[src/brake_params.svh]
// timing counts, thresholds and reset values for the brake-mode link
`ifndef BRAKE_PARAMS_SVH
`define BRAKE_PARAMS_SVH
`define CLK_MHZ 25
`define ADC_MIN_US 64
`define ADC_CYCLES (`ADC_MIN_US * `CLK_MHZ)
`define SETTLE_US 128
`define SETTLE_CYCLES (`SETTLE_US * `CLK_MHZ)
`define CMD_ZERO_CODE 8'h41
`define DUTY_FULL 8'hff
`define DUTY_ZERO 8'h00
`define RAMP_REF_CODE 8'h69
`define RAMP_REF_S 60
`define DUTY_REF_CODE 8'hcd
`define OV_TRIP_V 10'h195
`define OV_CLEAR_V 10'h18b
`define OT_TRIP_C 8'h55
`define OT_CLEAR_C 8'h4b
`define RAMP_STEP_CYCLES ((`RAMP_REF_S * `CLK_MHZ * 1000000) / 255)
`endif

[src/brake_pkg.sv]
// types shared by both ends of the brake-mode link
package brake_pkg;
	typedef enum logic [5:0] {
		H_IDLE = 6'b000001,
		H_ZERO = 6'b000010,
		H_SETTLE = 6'b000100,
		H_BRAKE = 6'b001000,
		H_RAMP = 6'b010000,
		H_RUN = 6'b100000
	} host_state_t;
endpackage

[src/brake_if.sv]
// pins between host controller and motor driver
`timescale 1ns/10ps
interface brake_if;
	logic brakeSelectN;
	logic driveEnable;
	logic [7:0] dutyCommand;
	logic [7:0] rampRateCommand;
	logic faultOutN;
	modport device (input brakeSelectN, driveEnable, dutyCommand,
		rampRateCommand, output faultOutN);
	modport host (output brakeSelectN, driveEnable, dutyCommand,
		rampRateCommand, input faultOutN);
endinterface

[src/bldc_brake_device.sv]
// motor driver end: mode select, ramped duty, protections
//
// Behaviour
// - brake_select low brakes, high or float runs
// - commands act the same in generator mode
// - braking disables overcurrent and current limiting
// - disable stops bridge, duty value kept
// - commands take effect after 64us conversion
// - host disables and zeroes commands before braking
// - host waits 128us plus delay first
// - command below threshold counts as zero
// - host re-enables, then ramp rate first
// - host waits conversion before changing duty
// - ramp code 105 gives about 60s sweep
// - duty code 205 targets about 80 percent
// - braking needs the unlock jumper shorted
// - heat sink above 85C locks out
// - over 405V faults, restarts below 395V
// - braking inactive as delivered
`timescale 1ns/10ps
`include "brake_params.svh"
module bldc_brake_device
	import brake_pkg::*;
(
	input wire logic clk_sys, // 25 MHz clock
	input wire logic reset, // synchronous, active high
	brake_if.device link, // host pins
	input wire logic brakeUnlockJumper, // high when jumper shorted
	input wire logic [9:0] busVolts, // rectified bus voltage
	input wire logic [7:0] sinkTempC, // heat sink temperature
	input wire logic overCurrent, // bridge over-current detect
	input wire logic avgCurrentHigh, // average current over limit
	output logic bridgeOn_q, // bridge driven, else tri-state
	output logic generatorMode_q, // braking mode active
	output logic [7:0] pwmDuty_q, // applied duty
	output logic faultOutN_q // fault, active low
);
	logic [2:0] brkSync_q;
	logic [2:0] enSync_q;
	logic [2:0] jmpSync_q;
	logic [2:0] ocSync_q;
	logic [2:0] avgSync_q;
	logic brkN_q;
	logic en_q;
	logic jmp_q;
	logic oc_q;
	logic avgHigh_q;
	logic [15:0] adcCnt_q;
	logic [7:0] dutyTarget_q;
	logic [7:0] rampCode_q;
	logic [31:0] stepCnt_q;
	logic [31:0] stepLen_d;
	logic overVolt_q;
	logic overTemp_q;
	logic protect;

	// a pin change counts once the second and third stages agree
	function automatic logic agreeNext(input logic [2:0] chain,
			input logic held);
		agreeNext = (chain[1] == chain[2]) ? chain[2] : held;
	endfunction

	function automatic logic [7:0] zeroBelow(input logic [7:0] code);
		zeroBelow = (code < `CMD_ZERO_CODE) ? `DUTY_ZERO : code;
	endfunction

	// brake pin idles high; a low chain after reset would fake a brake
	always_ff @(posedge clk_sys) begin
		if (reset) begin
			brkSync_q <= 3'h7;
			brkN_q <= 1'b1;
		end else begin
			brkSync_q <= {brkSync_q[1:0], link.brakeSelectN};
			brkN_q <= agreeNext(brkSync_q, brkN_q);
		end
	end

	always_ff @(posedge clk_sys) begin
		if (reset) begin
			enSync_q <= 3'h0;
			en_q <= 1'b0;
		end else begin
			enSync_q <= {enSync_q[1:0], link.driveEnable};
			en_q <= agreeNext(enSync_q, en_q);
		end
	end

	// jumper is a board strap, filtered like any other pin
	always_ff @(posedge clk_sys) begin
		if (reset) begin
			jmpSync_q <= 3'h0;
			jmp_q <= 1'b0;
		end else begin
			jmpSync_q <= {jmpSync_q[1:0], brakeUnlockJumper};
			jmp_q <= agreeNext(jmpSync_q, jmp_q);
		end
	end

	// current detectors are free-running comparators, not clocked logic
	always_ff @(posedge clk_sys) begin
		if (reset) begin
			ocSync_q <= 3'h0;
			oc_q <= 1'b0;
		end else begin
			ocSync_q <= {ocSync_q[1:0], overCurrent};
			oc_q <= agreeNext(ocSync_q, oc_q);
		end
	end

	always_ff @(posedge clk_sys) begin
		if (reset) begin
			avgSync_q <= 3'h0;
			avgHigh_q <= 1'b0;
		end else begin
			avgSync_q <= {avgSync_q[1:0], avgCurrentHigh};
			avgHigh_q <= agreeNext(avgSync_q, avgHigh_q);
		end
	end

	// jumper gates the brake pin; without it stays motor mode
	always_ff @(posedge clk_sys) begin
		if (reset)
			generatorMode_q <= 1'b0;
		else
			generatorMode_q <= !brkN_q && jmp_q;
	end

	// commands sampled once per conversion period
	always_ff @(posedge clk_sys) begin
		if (reset) begin
			adcCnt_q <= 16'h0000;
			dutyTarget_q <= `DUTY_ZERO;
			rampCode_q <= `DUTY_ZERO;
		end else if (adcCnt_q == 16'(`ADC_CYCLES - 1)) begin
			adcCnt_q <= 16'h0000;
			dutyTarget_q <= zeroBelow(link.dutyCommand);
			rampCode_q <= zeroBelow(link.rampRateCommand);
		end else begin
			adcCnt_q <= adcCnt_q + 16'h0001;
		end
	end

	// step length scales with ramp code; zero code steps every cycle
	always_comb begin
		stepLen_d = 32'h00000001;
		if (rampCode_q != `DUTY_ZERO)
			stepLen_d = 32'((64'(`RAMP_STEP_CYCLES) * 64'(rampCode_q))
				/ 64'(`RAMP_REF_CODE));
	end

	// braking turns both current protections off
	always_comb begin
		protect = !generatorMode_q && (oc_q || avgHigh_q);
	end

	// duty ramps toward target in both modes, stepping down on average-current high in motor mode only with a nonzero ramp code; kept while disabled
	always_ff @(posedge clk_sys) begin
		if (reset) begin
			pwmDuty_q <= `DUTY_ZERO;
			stepCnt_q <= 32'h00000000;
		end else if (stepCnt_q + 32'h00000001 >= stepLen_d) begin
			stepCnt_q <= 32'h00000000;
			if (!generatorMode_q && avgHigh_q && rampCode_q != 8'h00
					&& pwmDuty_q != `DUTY_ZERO)
				pwmDuty_q <= pwmDuty_q - 8'h01;
			else if (pwmDuty_q < dutyTarget_q)
				pwmDuty_q <= pwmDuty_q + 8'h01;
			else if (pwmDuty_q > dutyTarget_q)
				pwmDuty_q <= pwmDuty_q - 8'h01;
		end else begin
			stepCnt_q <= stepCnt_q + 32'h00000001;
		end
	end

	// over-voltage lockout; the gap between trip and clear stops chatter
	always_ff @(posedge clk_sys) begin
		if (reset)
			overVolt_q <= 1'b0;
		else if (busVolts > `OV_TRIP_V)
			overVolt_q <= 1'b1;
		else if (busVolts < `OV_CLEAR_V)
			overVolt_q <= 1'b0;
	end

	// heat-sink lockout, restarts on its own once cooled
	always_ff @(posedge clk_sys) begin
		if (reset)
			overTemp_q <= 1'b0;
		else if (sinkTempC > `OT_TRIP_C)
			overTemp_q <= 1'b1;
		else if (sinkTempC < `OT_CLEAR_C)
			overTemp_q <= 1'b0;
	end

	// over-current pulls the fault pin only in motor mode
	always_ff @(posedge clk_sys) begin
		if (reset)
			faultOutN_q <= 1'b1;
		else
			faultOutN_q <= !(overVolt_q || overTemp_q
				|| (oc_q && !generatorMode_q));
	end

	// disable stops the bridge only; the duty register is left alone
	always_ff @(posedge clk_sys) begin
		if (reset)
			bridgeOn_q <= 1'b0;
		else
			bridgeOn_q <= en_q && !overVolt_q && !overTemp_q
				&& !protect;
	end

	assign link.faultOutN = faultOutN_q;
endmodule

[src/flat_wrapper.sv]
// flat-port wrapper written by rule: the top's interface ports become plain ports
module bldc_brake_device_flat import brake_pkg::*;
  (clk_sys, reset, brakeUnlockJumper, busVolts, sinkTempC, overCurrent, avgCurrentHigh, bridgeOn_q, generatorMode_q, pwmDuty_q, faultOutN_q, link_brakeSelectN, link_driveEnable, link_dutyCommand, link_rampRateCommand, link_faultOutN);
  brake_if link_i ();
  input wire logic clk_sys;
  input wire logic reset;
  input wire logic brakeUnlockJumper;
  input wire logic [9:0] busVolts;
  input wire logic [7:0] sinkTempC;
  input wire logic overCurrent;
  input wire logic avgCurrentHigh;
  output logic bridgeOn_q;
  output logic generatorMode_q;
  output logic [7:0] pwmDuty_q;
  output logic faultOutN_q;
  input wire logic [$bits(link_i.brakeSelectN)-1:0] link_brakeSelectN;
  input wire logic [$bits(link_i.driveEnable)-1:0] link_driveEnable;
  input wire logic [$bits(link_i.dutyCommand)-1:0] link_dutyCommand;
  input wire logic [$bits(link_i.rampRateCommand)-1:0] link_rampRateCommand;
  output wire logic [$bits(link_i.faultOutN)-1:0] link_faultOutN;
  assign link_i.brakeSelectN = link_brakeSelectN;
  assign link_i.driveEnable = link_driveEnable;
  assign link_i.dutyCommand = link_dutyCommand;
  assign link_i.rampRateCommand = link_rampRateCommand;
  assign link_faultOutN = link_i.faultOutN;
  bldc_brake_device u_core (.clk_sys(clk_sys), .reset(reset), .link(link_i), .brakeUnlockJumper(brakeUnlockJumper), .busVolts(busVolts), .sinkTempC(sinkTempC), .overCurrent(overCurrent), .avgCurrentHigh(avgCurrentHigh), .bridgeOn_q(bridgeOn_q), .generatorMode_q(generatorMode_q), .pwmDuty_q(pwmDuty_q), .faultOutN_q(faultOutN_q));
endmodule
[config.mk]
export PLATFORM = sky130hd
export DESIGN_NAME = bldc_brake_device_flat
export DESIGN_NICKNAME = d
export VERILOG_FILES = /design/src/brake_pkg.sv /design/src/brake_if.sv /design/src/bldc_brake_device.sv /design/src/flat_wrapper.sv
export VERILOG_INCLUDE_DIRS = /design/src /design/src/src
export SDC_FILE = /design/constraint.sdc
export NUM_CORES = 1
export LEC_CHECK = 0
export BUFFER_PORTS_ARGS = -buffer_cell sky130_fd_sc_hd__buf_2
export CAP_MARGIN = 20
export CORE_UTILIZATION = 30
export DETAILED_ROUTE_END_ITERATION = 6
export GPL_TIMING_DRIVEN = 0
export SETUP_SLACK_MARGIN = 0.5
export SLEW_MARGIN = 20
export SYNTH_ARGS = -nofsm -noshare
export SYNTH_HDL_FRONTEND = slang
export SYNTH_SLANG_ARGS = --single-unit
[constraint.sdc]
create_clock -name clk_sys -period 38.1 [get_ports clk_sys]
set_input_delay 1.905 -clock clk_sys [delete_from_list [all_inputs] [get_ports clk_sys]]
set_output_delay 1.905 -clock clk_sys [all_outputs]
set_load 0.01 [all_outputs]
=== Word level (Yosys, flattened, before mapping) ===
Index checks and enable logic that the tools add are counted.

* Register bits after elaboration: 97
* Output and inout bits: 12

* Add/sub/neg operators: 4
* Multipliers: 1
* Div/mod/pow operators: 1
* Magnitude comparators: 9
* Eq/ne operators: 6
* Muxes and demuxes: 10
* Reduce and logical (&&, ||, !) cells: 26

{| class="wikitable"
|+ Operator list
! operator !! count
|-
| 31-bit by 7-bit divider with 64-bit output (second input constant) || 1
|-
| 8-bit two-way mux || 5
|-
| 32-bit by 1-bit adder with 32-bit output (second input constant) || 1
|-
| 32-bit >= comparator || 1
|-
| 32-bit two-way mux || 1
|-
| 19-bit by 8-bit multiplier with 27-bit output (first input constant) || 1
|-
| 8-bit by 7-bit less-than comparator with 1-bit output (second input constant) || 3
|-
| 16-bit by 1-bit adder with 16-bit output (second input constant) || 1
|-
| 16-bit by 11-bit == test with 1-bit output (second input constant) || 1
|-
| 8-bit nonzero test || 2
|-
| 10-bit by 9-bit greater-than comparator with 1-bit output (second input constant) || 1
|-
| 10-bit by 9-bit less-than comparator with 1-bit output (second input constant) || 1
|-
| 1-bit logical AND || 9
|-
| 8-bit by 1-bit adder with 8-bit output (second input constant) || 1
|-
| 8-bit by 7-bit greater-than comparator with 1-bit output (second input constant) || 1
|-
| 8-bit greater-than comparator || 1
|-
| 8-bit less-than comparator || 1
|-
| 8-bit by 1-bit subtractor with 8-bit output (second input constant) || 1
|-
| 1-bit logical NOT || 6
|-
| 1-bit == test || 5
|-
| 1-bit two-way mux || 4
|-
| 2-bit nonzero test || 2
|-
| 2-bit OR reduction || 2
|-
| 1-bit logical OR || 3
|-
| 2 further kinds || 2
|}

=== Logic depth before layout (Yosys ltp) ===
Gate-level depths: netlist of the first run.

* Depth after elaboration: 6
* Gate-level depth with buffers: 146
* Depth with buffers taken out: 127

=== Least setup slack after synthesis of the first run ===
Ideal clock, no wire load.

* Path type: reg-to-reg
* Start: register u_core.rampCode_q[5]
* End: register u_core.pwmDuty_q[7]
* Library setup time: 0.128 ns
* Data arrival time: 28.443 ns
* Path slack: 9.530 ns
* Stages on the path, launching flop included: 135
* Buffers on the path: 7
* Clock period less this slack: 28.570 ns
* Path through: dfxtp_1 fa_1 inv_1 fa_1 inv_1 fa_1 inv_1 fa_1 inv_1 ha_1 buf_4 a21oi_1 o21ai_1 a211o_1 mux2_1 nand2_1 nand4_1 nand2_1 (+99 left out) nor2b_1 o21ai_0 nand2b_1 a21oi_1 nor2b_1 o21ai_0 nand2b_1 a21oi_1 nor2b_1 o21ai_0 nand2b_1 a21oi_1 o31ai_1 a21oi_1 nor2_1 o21ai_0 xor2_1 nor2_1

* Cells in the longest elaborated chain, start to end: 5
* Elaborated cells between the ends (all ways): 10

{| class="wikitable"
|+ RTL lines
! element !! RTL line !! text
|-
| start, declared || bldc_brake_device.sv:50 || <nowiki>logic [7:0] rampCode_q;</nowiki>
|-
| start signal, assigned || bldc_brake_device.sv:133 || <nowiki>rampCode_q <= `DUTY_ZERO;</nowiki>
|-
| start signal, assigned || bldc_brake_device.sv:137 || <nowiki>rampCode_q <= zeroBelow(link.rampRateCommand);</nowiki>
|-
| 19-bit by 8-bit multiplier with 27-bit output / 8-bit nonzero test (equally long branches) || bldc_brake_device.sv:147, bldc_brake_device.sv:163 ||
|-
| 31-bit by 7-bit divider with 64-bit output / 1-bit logical AND (equally long branches) || bldc_brake_device.sv:147, bldc_brake_device.sv:163 ||
|-
| 32-bit two-way mux / 1-bit logical AND (equally long branches) || -- ||
|-
| 32-bit >= comparator / 3-bit nonzero test (equally long branches) || -- ||
|-
| 2-bit AND reduction (no line) || -- ||
|-
| end signal, assigned || bldc_brake_device.sv:159 || <nowiki>pwmDuty_q <= `DUTY_ZERO;</nowiki>
|-
| end signal, assigned || bldc_brake_device.sv:165 || <nowiki>pwmDuty_q <= pwmDuty_q - 8'h01;</nowiki>
|-
| end signal, assigned || bldc_brake_device.sv:167 || <nowiki>pwmDuty_q <= pwmDuty_q + 8'h01;</nowiki>
|-
| end, declared || bldc_brake_device.sv:35 || <nowiki>output logic [7:0] pwmDuty_q,</nowiki>
|}

Parallel ways exist; a longest one is shown, timed or not.
A chain may end at the register's enable or synchronous reset.

=== Final worst setup path of the first run ===
* Start: register u_core.rampCode_q[0]
* End: register u_core.stepCnt_q[18]

* Cells in the longest elaborated chain, start to end: 5
* Elaborated cells between the ends (all ways): 6

{| class="wikitable"
|+ RTL lines
! element !! RTL line !! text
|-
| 19-bit by 8-bit multiplier with 27-bit output || bldc_brake_device.sv:147 || <nowiki>stepLen_d = 32'((64'(`RAMP_STEP_CYCLES) * 64'(rampCode_q))</nowiki>
|-
| 31-bit by 7-bit divider with 64-bit output || bldc_brake_device.sv:147 ||
|-
| 32-bit two-way mux * || bldc_brake_device.sv:146 || <nowiki>if (rampCode_q != `DUTY_ZERO)</nowiki>
|-
| 32-bit >= comparator * || bldc_brake_device.sv:161 || <nowiki>end else if (stepCnt_q + 32'h00000001 >= stepLen_d) begin</nowiki>
|-
| 2-bit OR reduction (no line) * || -- ||
|-
| end signal, assigned || bldc_brake_device.sv:171 || <nowiki>stepCnt_q <= stepCnt_q + 32'h00000001;</nowiki>
|-
| end, declared || bldc_brake_device.sv:51 || <nowiki>logic [31:0] stepCnt_q;</nowiki>
|}

Every way passes the cells marked *; elsewhere a longest branch is shown, timed or not.

==> results of run 1 <==
## repair_timing
action                     4_1_cts  5_1_grt
setup buffers                    0        6
gates resized for setup          0       15
setup endpoints to repair        0       33
## through the flow
step | cells | cell area [um^2]
2_1_floorplan | 3002 | 22500
3_3_place_gp | 4013 | 23900
3_5_place_dp | 4013 | 23900
4_1_cts | 4029 | 24200
5_1_grt | 4035 | 24300
6_report | 4035 | 24300
## state kept, by name, summed over array words and instances, names as in the netlist, 3 cells and up
register             count
u_core.stepCnt_q        32
u_core.adcCnt_q         16
u_core.dutyTarget_q      8
u_core.pwmDuty_q         8
u_core.rampCode_q        8
u_core.avgSync_q         3
u_core.brkSync_q         3
u_core.enSync_q          3
u_core.jmpSync_q         3
u_core.ocSync_q          3
## final cells by class
class                   instances  area, um^2  area share
repair buffers                 58         305      0.0125
well taps                     959        1200      0.0493
clock inverters                 6        71.3     0.00293
flip-flops and latches         97        1940      0.0799
inverters                     124         472      0.0194
plain buffers                 103         682      0.0280
clock buffers                  10         229     0.00941
multi-input cells            2678       19400       0.799
## critical path, delay by kind of cell, from the launching register on
family                     cells  cell delay [ns]
AOI/OAI and AO/OA             54            16.68
xor gates and xnor gates       4             1.09
adders and majority gates     11             3.55
buffers and inverters         14             2.48
DFF                            1             0.59
muxes                          3             1.15
and+or+nand+nor               45             9.31
## worst max-delay path by stage
stage	from	to	slack (ns)	depth (start not counted)
floorplan	u_core.rampCode_q[5]	u_core.pwmDuty_q[7]	9.53	134
global placement	u_core.rampCode_q[0]	u_core.pwmDuty_q[5]	2.31	129
detailed placement	u_core.rampCode_q[0]	u_core.stepCnt_q[15]	2.29	127
CTS	u_core.rampCode_q[0]	u_core.stepCnt_q[15]	2.03	127
global route	u_core.rampCode_q[0]	u_core.stepCnt_q[15]	0.62	131
finish	u_core.rampCode_q[0]	u_core.stepCnt_q[18]	3.09	131
## logic make-up (layout without fill, tap and decap cells)
logic type | Yosys count | in the layout | synth area share
and+or+nand+nor | 1195 | 1195 | 0.280
AOI/OAI and AO/OA | 959 | 959 | 0.332
xor gates and xnor gates | 278 | 278 | 0.113
buffers and inverters | 227 | 301 | 0.0513
adders and majority gates | 169 | 169 | 0.103
DFF | 97 | 97 | 0.0866
muxes | 70 | 70 | 0.0343
other | 1 | 7 | 0.000167
## cells in the mapped netlist (all sizes together) (31+ instances only)
cell type  number
nand2         284
nor2          268
o21ai         200
xnor2         184
a21oi         172
inv           123
ha            120
nand3         114
dfxtp          97
xor2           94
nor3           92
buf            71
a31oi          57
nand4          55
nor2b          53
and2           50
nor4           49
mux2i          47
a211oi         46
and3           46
or2            44
o211ai         43
a21o           42
nand2b         34
fa             32
clkbuf         31
## per-layer routing
metal	vias to the layer above	wire (um)
li1	11500	-
met1	11200	32700
met2	631	31900
met3	87	3170
met4	0	1220
met5	-	0
## power by group
part | switching, W | total, W | internal, W
clock | 0.0000440 | 0.0000957 | 0.0000517
sequential | 0.00000741 | 0.000114 | 0.000107
combinational | 0.0000326 | 0.0000608 | 0.0000282
total | 0.0000840 | 0.000271 | 0.000187
==> out/metrics.yaml, run 1 <==
run_status:
  status: "finished, violations left"
  violations: "DRC"
synthesis:
  synth_largest_area_cell: "dfxtp_1"
  ys_ff_latch: 97
  synth.area.top_cells: "dfxtp_1, xnor2_1, ha_1, nand2_1, nor2_1"
  synth_top_area_frac: 0.0866
  synth_cells: 2996
  synthFlopType: "dfxtp_1"
  mappedNetlistArea_um2: 22400
  synth_seq_area_share: 0.0866
  async_flop_share: 0
  yosys_warnings: 0
  synth_enable_flop_cells: 0
  synth.avg_cell_area_um2: 7.49
  yosys.cell_types.count: 151
sta:
  setup_viol: 0
  max_freq_mhz: 28.6
  fin_crit_sh: 0.919
  hold_violations: 0
  worst_slack_ns: 3.09
  clock_skew_ns: 0.0112
  maxSlewViolCount: 0
  setup_tns_ns: 0
  holdWs_ns: 0.413
  final.min_clock_period_ns: 35.01
  slew_headroom: 0.311
  rsz0062_at_grt: "false"
  worst_slew_pin_slew_ns: 1.03
global_route:
  gr-total-overflow: 0
  grt_use_met2: 0.292
  met3_usage: 0.0131
  grt.busiest_layer: "met2"
  grt_first_pass_wirelength_um: 111000
  grt_util_met1: 0.245
  grt_usage: 0.175
  grt_max_degree: 18
  antenna_found_initial: 1
  grt_pass1_vias: 21100
critical_path:
  worst-r2r-setup-slack_ns: 3.09
  startpoint_type: "register"
  cp-end-kind: "register"
  critical_path_required_ns: 38.40
  cp_max_fo: 12
  reg2reg_from: "u_core.rampCode_q[0]"
  critPathMaxStageDelay_ns: 0.78
  worstReg2RegEnd: "u_core.stepCnt_q[18]"
  crit_arrival_ns: 35.31
  r2r_cells: 131
  critPathSlowestCell: "a2111oi_0"
  critPathKind: "register to register"
hold_path:
  min_path_type: "register to register"
  hold_depth: 1
  hold_start: "u_core.brkSync_q[0]"
  whs_endpoint: "u_core.brkSync_q[1]"
place:
  dp_hpwl_um: 56500
  pre_cts_slack_ns: 2.29
  routabilityCongestion: 0.922
  io_buffers: 52
floorplan:
  chipHeight_um: 275
  core-area_um2: 73500
  die_w_um: 275
  die-area_um2: 75900
  start_util: 0.305
  rows: 99
  num_io_pins: 53
clock_tree:
  cts_tree: "done"
  clk_path_buf_depth: 2
  postCtsHoldBufs: 0
  insertion_delay_ns: 0.38
  cts_sinks: 97
  cts_root_buffer: "clkbuf_16"
  htree_num_levels: 3
  path_clk_slew_ns: 0.08
  numCtsBuffers: 9
layout:
  layout-drive-gt1-share: 0.127
  final_cell_mix: "nand2_1, nor2_1, xnor2_1"
  final_util: 0.331
  area_growth_syn_to_layout_pct: 8.50
  final_common_cell: "nand2_1"
  finalNetCount: 3264
  fillers: 7891
  n_antenna_cell: 0
routing:
  drc: 1
  final_antenna_net_count: 0
  vias: 23400
  drtIter0Drc: 1760
  wl_per_cell_um: 17.1
  vias_per_cell: 5.80
  firstDrtPassIters: 7
  drt-total-wl_um: 69000
power_and_ir_drop:
  p_per_area_nw_per_um2: 11.1
  ir_drop_v: 0.0000297
  power_w: 0.000271
  leakage_nw: 9.78
run:
  max_cap_viol_count: 0
No activity file was read; power rests on OpenSTA's default activity.
==> run 2: changes to the inputs <==
--- a/config.mk
+++ b/config.mk
@@ -11,6 +11,7 @@
 export CORE_UTILIZATION = 30
 export DETAILED_ROUTE_END_ITERATION = 6
 export GPL_TIMING_DRIVEN = 0
+export RECOVER_POWER = 25
 export SETUP_SLACK_MARGIN = 0.5
 export SLEW_MARGIN = 20
 export SYNTH_ARGS = -nofsm -noshare
==> out/metrics.yaml, run 2 (synthesis results as in run 1) <==
layout:
  finalNetCount: 3264
  n_antenna_cell: 0
  final_cell_mix: "nand2_1, nor2_1, xnor2_1"
  fillers: 7895
  layout-drive-gt1-share: 0.125
  area_growth_syn_to_layout_pct: 8.46
  largest_reg_flops: 32
  final_common_cell: "nand2_1"
  top_register: "u_core.stepCnt_q"
  reg_top3: "u_core.stepCnt_q (32), u_core.adcCnt_q (16)"
routing:
  drt-total-wl_um: 69100
  final_antenna_net_count: 0
  routed.top_layer: "met4"
  wl_per_cell_um: 17.1
  wl_met2_um: 32000
  wl_met1_um: 32700
  vias: 23400
  vias_per_cell: 5.80
  drc: 0
  firstDrtPassIters: 6
  route.met3.wl_um: 3300
  drtIter0Drc: 1717
hold_path:
  hold_depth: 1
  min_path_type: "register to register"
  hold_start: "u_core.brkSync_q[0]"
  whs_endpoint: "u_core.brkSync_q[1]"
clock_tree:
  htree_num_levels: 3
  numCtsBuffers: 9
  cts_root_buffer: "clkbuf_16"
  cts_sinks: 97
  cts_tree: "done"
  path_clk_slew_ns: 0.08
  clk_path_buf_depth: 2
  insertion_delay_ns: 0.38
place:
  dp_hpwl_um: 56500
  routabilityCongestion: 0.922
  io_buffers: 52
floorplan:
  rows: 99
  die-area_um2: 75900
  num_io_pins: 53
  die_w_um: 275
  start_util: 0.305
  core-area_um2: 73500
  chipHeight_um: 275
critical_path:
  critPathKind: "register to register"
  reg2reg_from: "u_core.rampCode_q[0]"
  critical_path_required_ns: 38.40
  critPathMaxStageDelay_ns: 0.78
  worstReg2RegEnd: "u_core.stepCnt_q[18]"
  r2r_cells: 131
  worst-r2r-setup-slack_ns: 3.08
  critPathSlowestCell: "a2111oi_0"
  startpoint_type: "register"
  crit_arrival_ns: 35.32
  cp_max_fo: 12
  cp-end-kind: "register"
global_route:
  antenna_found_initial: 1
  grt_usage: 0.175
  gr-total-overflow: 0
  grt_max_degree: 18
  grt_pass1_vias: 21100
  grt_first_pass_wirelength_um: 111000
power_and_ir_drop:
  power_w: 0.000271
  p_per_area_nw_per_um2: 11.1
  leakage_nw: 9.76
  ir_drop_v: 0.0000297
sta:
  clock_skew_ns: 0.0122
  hold_violations: 0
  setup_tns_ns: 0
  fin_crit_sh: 0.919
  final.min_clock_period_ns: 35.02
  max_freq_mhz: 28.6
  slew_headroom: 0.310
  rsz0062_at_grt: "false"
  worst_slew_pin_slew_ns: 1.03
  setup_viol: 0
  maxSlewViolCount: 0
run:
  max_cap_viol_count: 0
run_status:
  status: "completed"
[run 2: layer usage]
| metal | vias to the layer above | GRT usage |
|---|---|---|
| li1 | 11500 | - |
| met1 | 11200 | 0.245 |
| met2 | 641 | 0.292 |
| met3 | 79 | 0.0131 |
| met4 | 0 | 0.0352 |
| met5 | - | 0 |
[run 2: worst max-delay path by stage]
| stage | slack (ns) | cells past startpoint | startpoint | to |
|---|---|---|---|---|
| final | 3.08 | 131 | u_core.rampCode_q[0] | u_core.stepCnt_q[18] |
| after global routing | 0.62 | 131 | u_core.rampCode_q[0] | u_core.stepCnt_q[15] |
| after CTS | 2.03 | 127 | u_core.rampCode_q[0] | u_core.stepCnt_q[15] |
| after detailed placement | 2.29 | 127 | u_core.rampCode_q[0] | u_core.stepCnt_q[15] |
| after global placement | 2.31 | 129 | u_core.rampCode_q[0] | u_core.pwmDuty_q[5] |
| after floorplan | 9.53 | 134 | u_core.rampCode_q[5] | u_core.pwmDuty_q[7] |
[run 2: metrics by stage]
step                      hold slack [ns]  instances  setup slack [ns]  cell area [um^2]   util
after floorplan                     0.389       3002              9.53             22500      -
after global placement              0.395       4013              2.31             23900  0.326
after detailed placement            0.397       4013              2.29             23900  0.326
after CTS                           0.413       4029              2.03             24200  0.330
after global routing                0.426       4035             0.624             24300  0.331
final                               0.415       4035              3.08             24300  0.331
[run 2: worst max-delay path, delay by kind of cell (launching register included)]
family / cells / cell delay, ns
DFF: 1 / 0.58
xor gates and xnor gates: 4 / 1.10
buffers and inverters: 14 / 2.48
and+or+nand+nor: 45 / 9.31
AOI/OAI and AO/OA: 54 / 16.71
adders and majority gates: 11 / 3.55
muxes: 3 / 1.14
[run 2: timing repair]
action                     in CTS  in global routing
buffers inserted                0                  6
hold buffers                    0                  0
resized for setup               0                 15
setup endpoints to repair       0                 33
[run 2: final cells by class]
type                    instances  area, um^2  area share
flip-flops and latches         97        1940      0.0799
clock inverters                 6        71.3     0.00293
plain buffers                 103         682      0.0280
clock buffers                  10         229     0.00941
multi-input cells            2678       19400       0.799
well taps                     959        1200      0.0493
repair buffers                 58         298      0.0122
inverters                     124         472      0.0194
[run 2: power breakdown]
| part | switching, W | internal (W) | leakage, nW |
|---|---|---|---|
| clock | 0.0000440 | 0.0000517 | 0.145 |
| combinational | 0.0000327 | 0.0000279 | 8.82 |
| sequential | 0.00000762 | 0.000107 | 0.790 |
| total | 0.0000843 | 0.000186 | 9.76 |
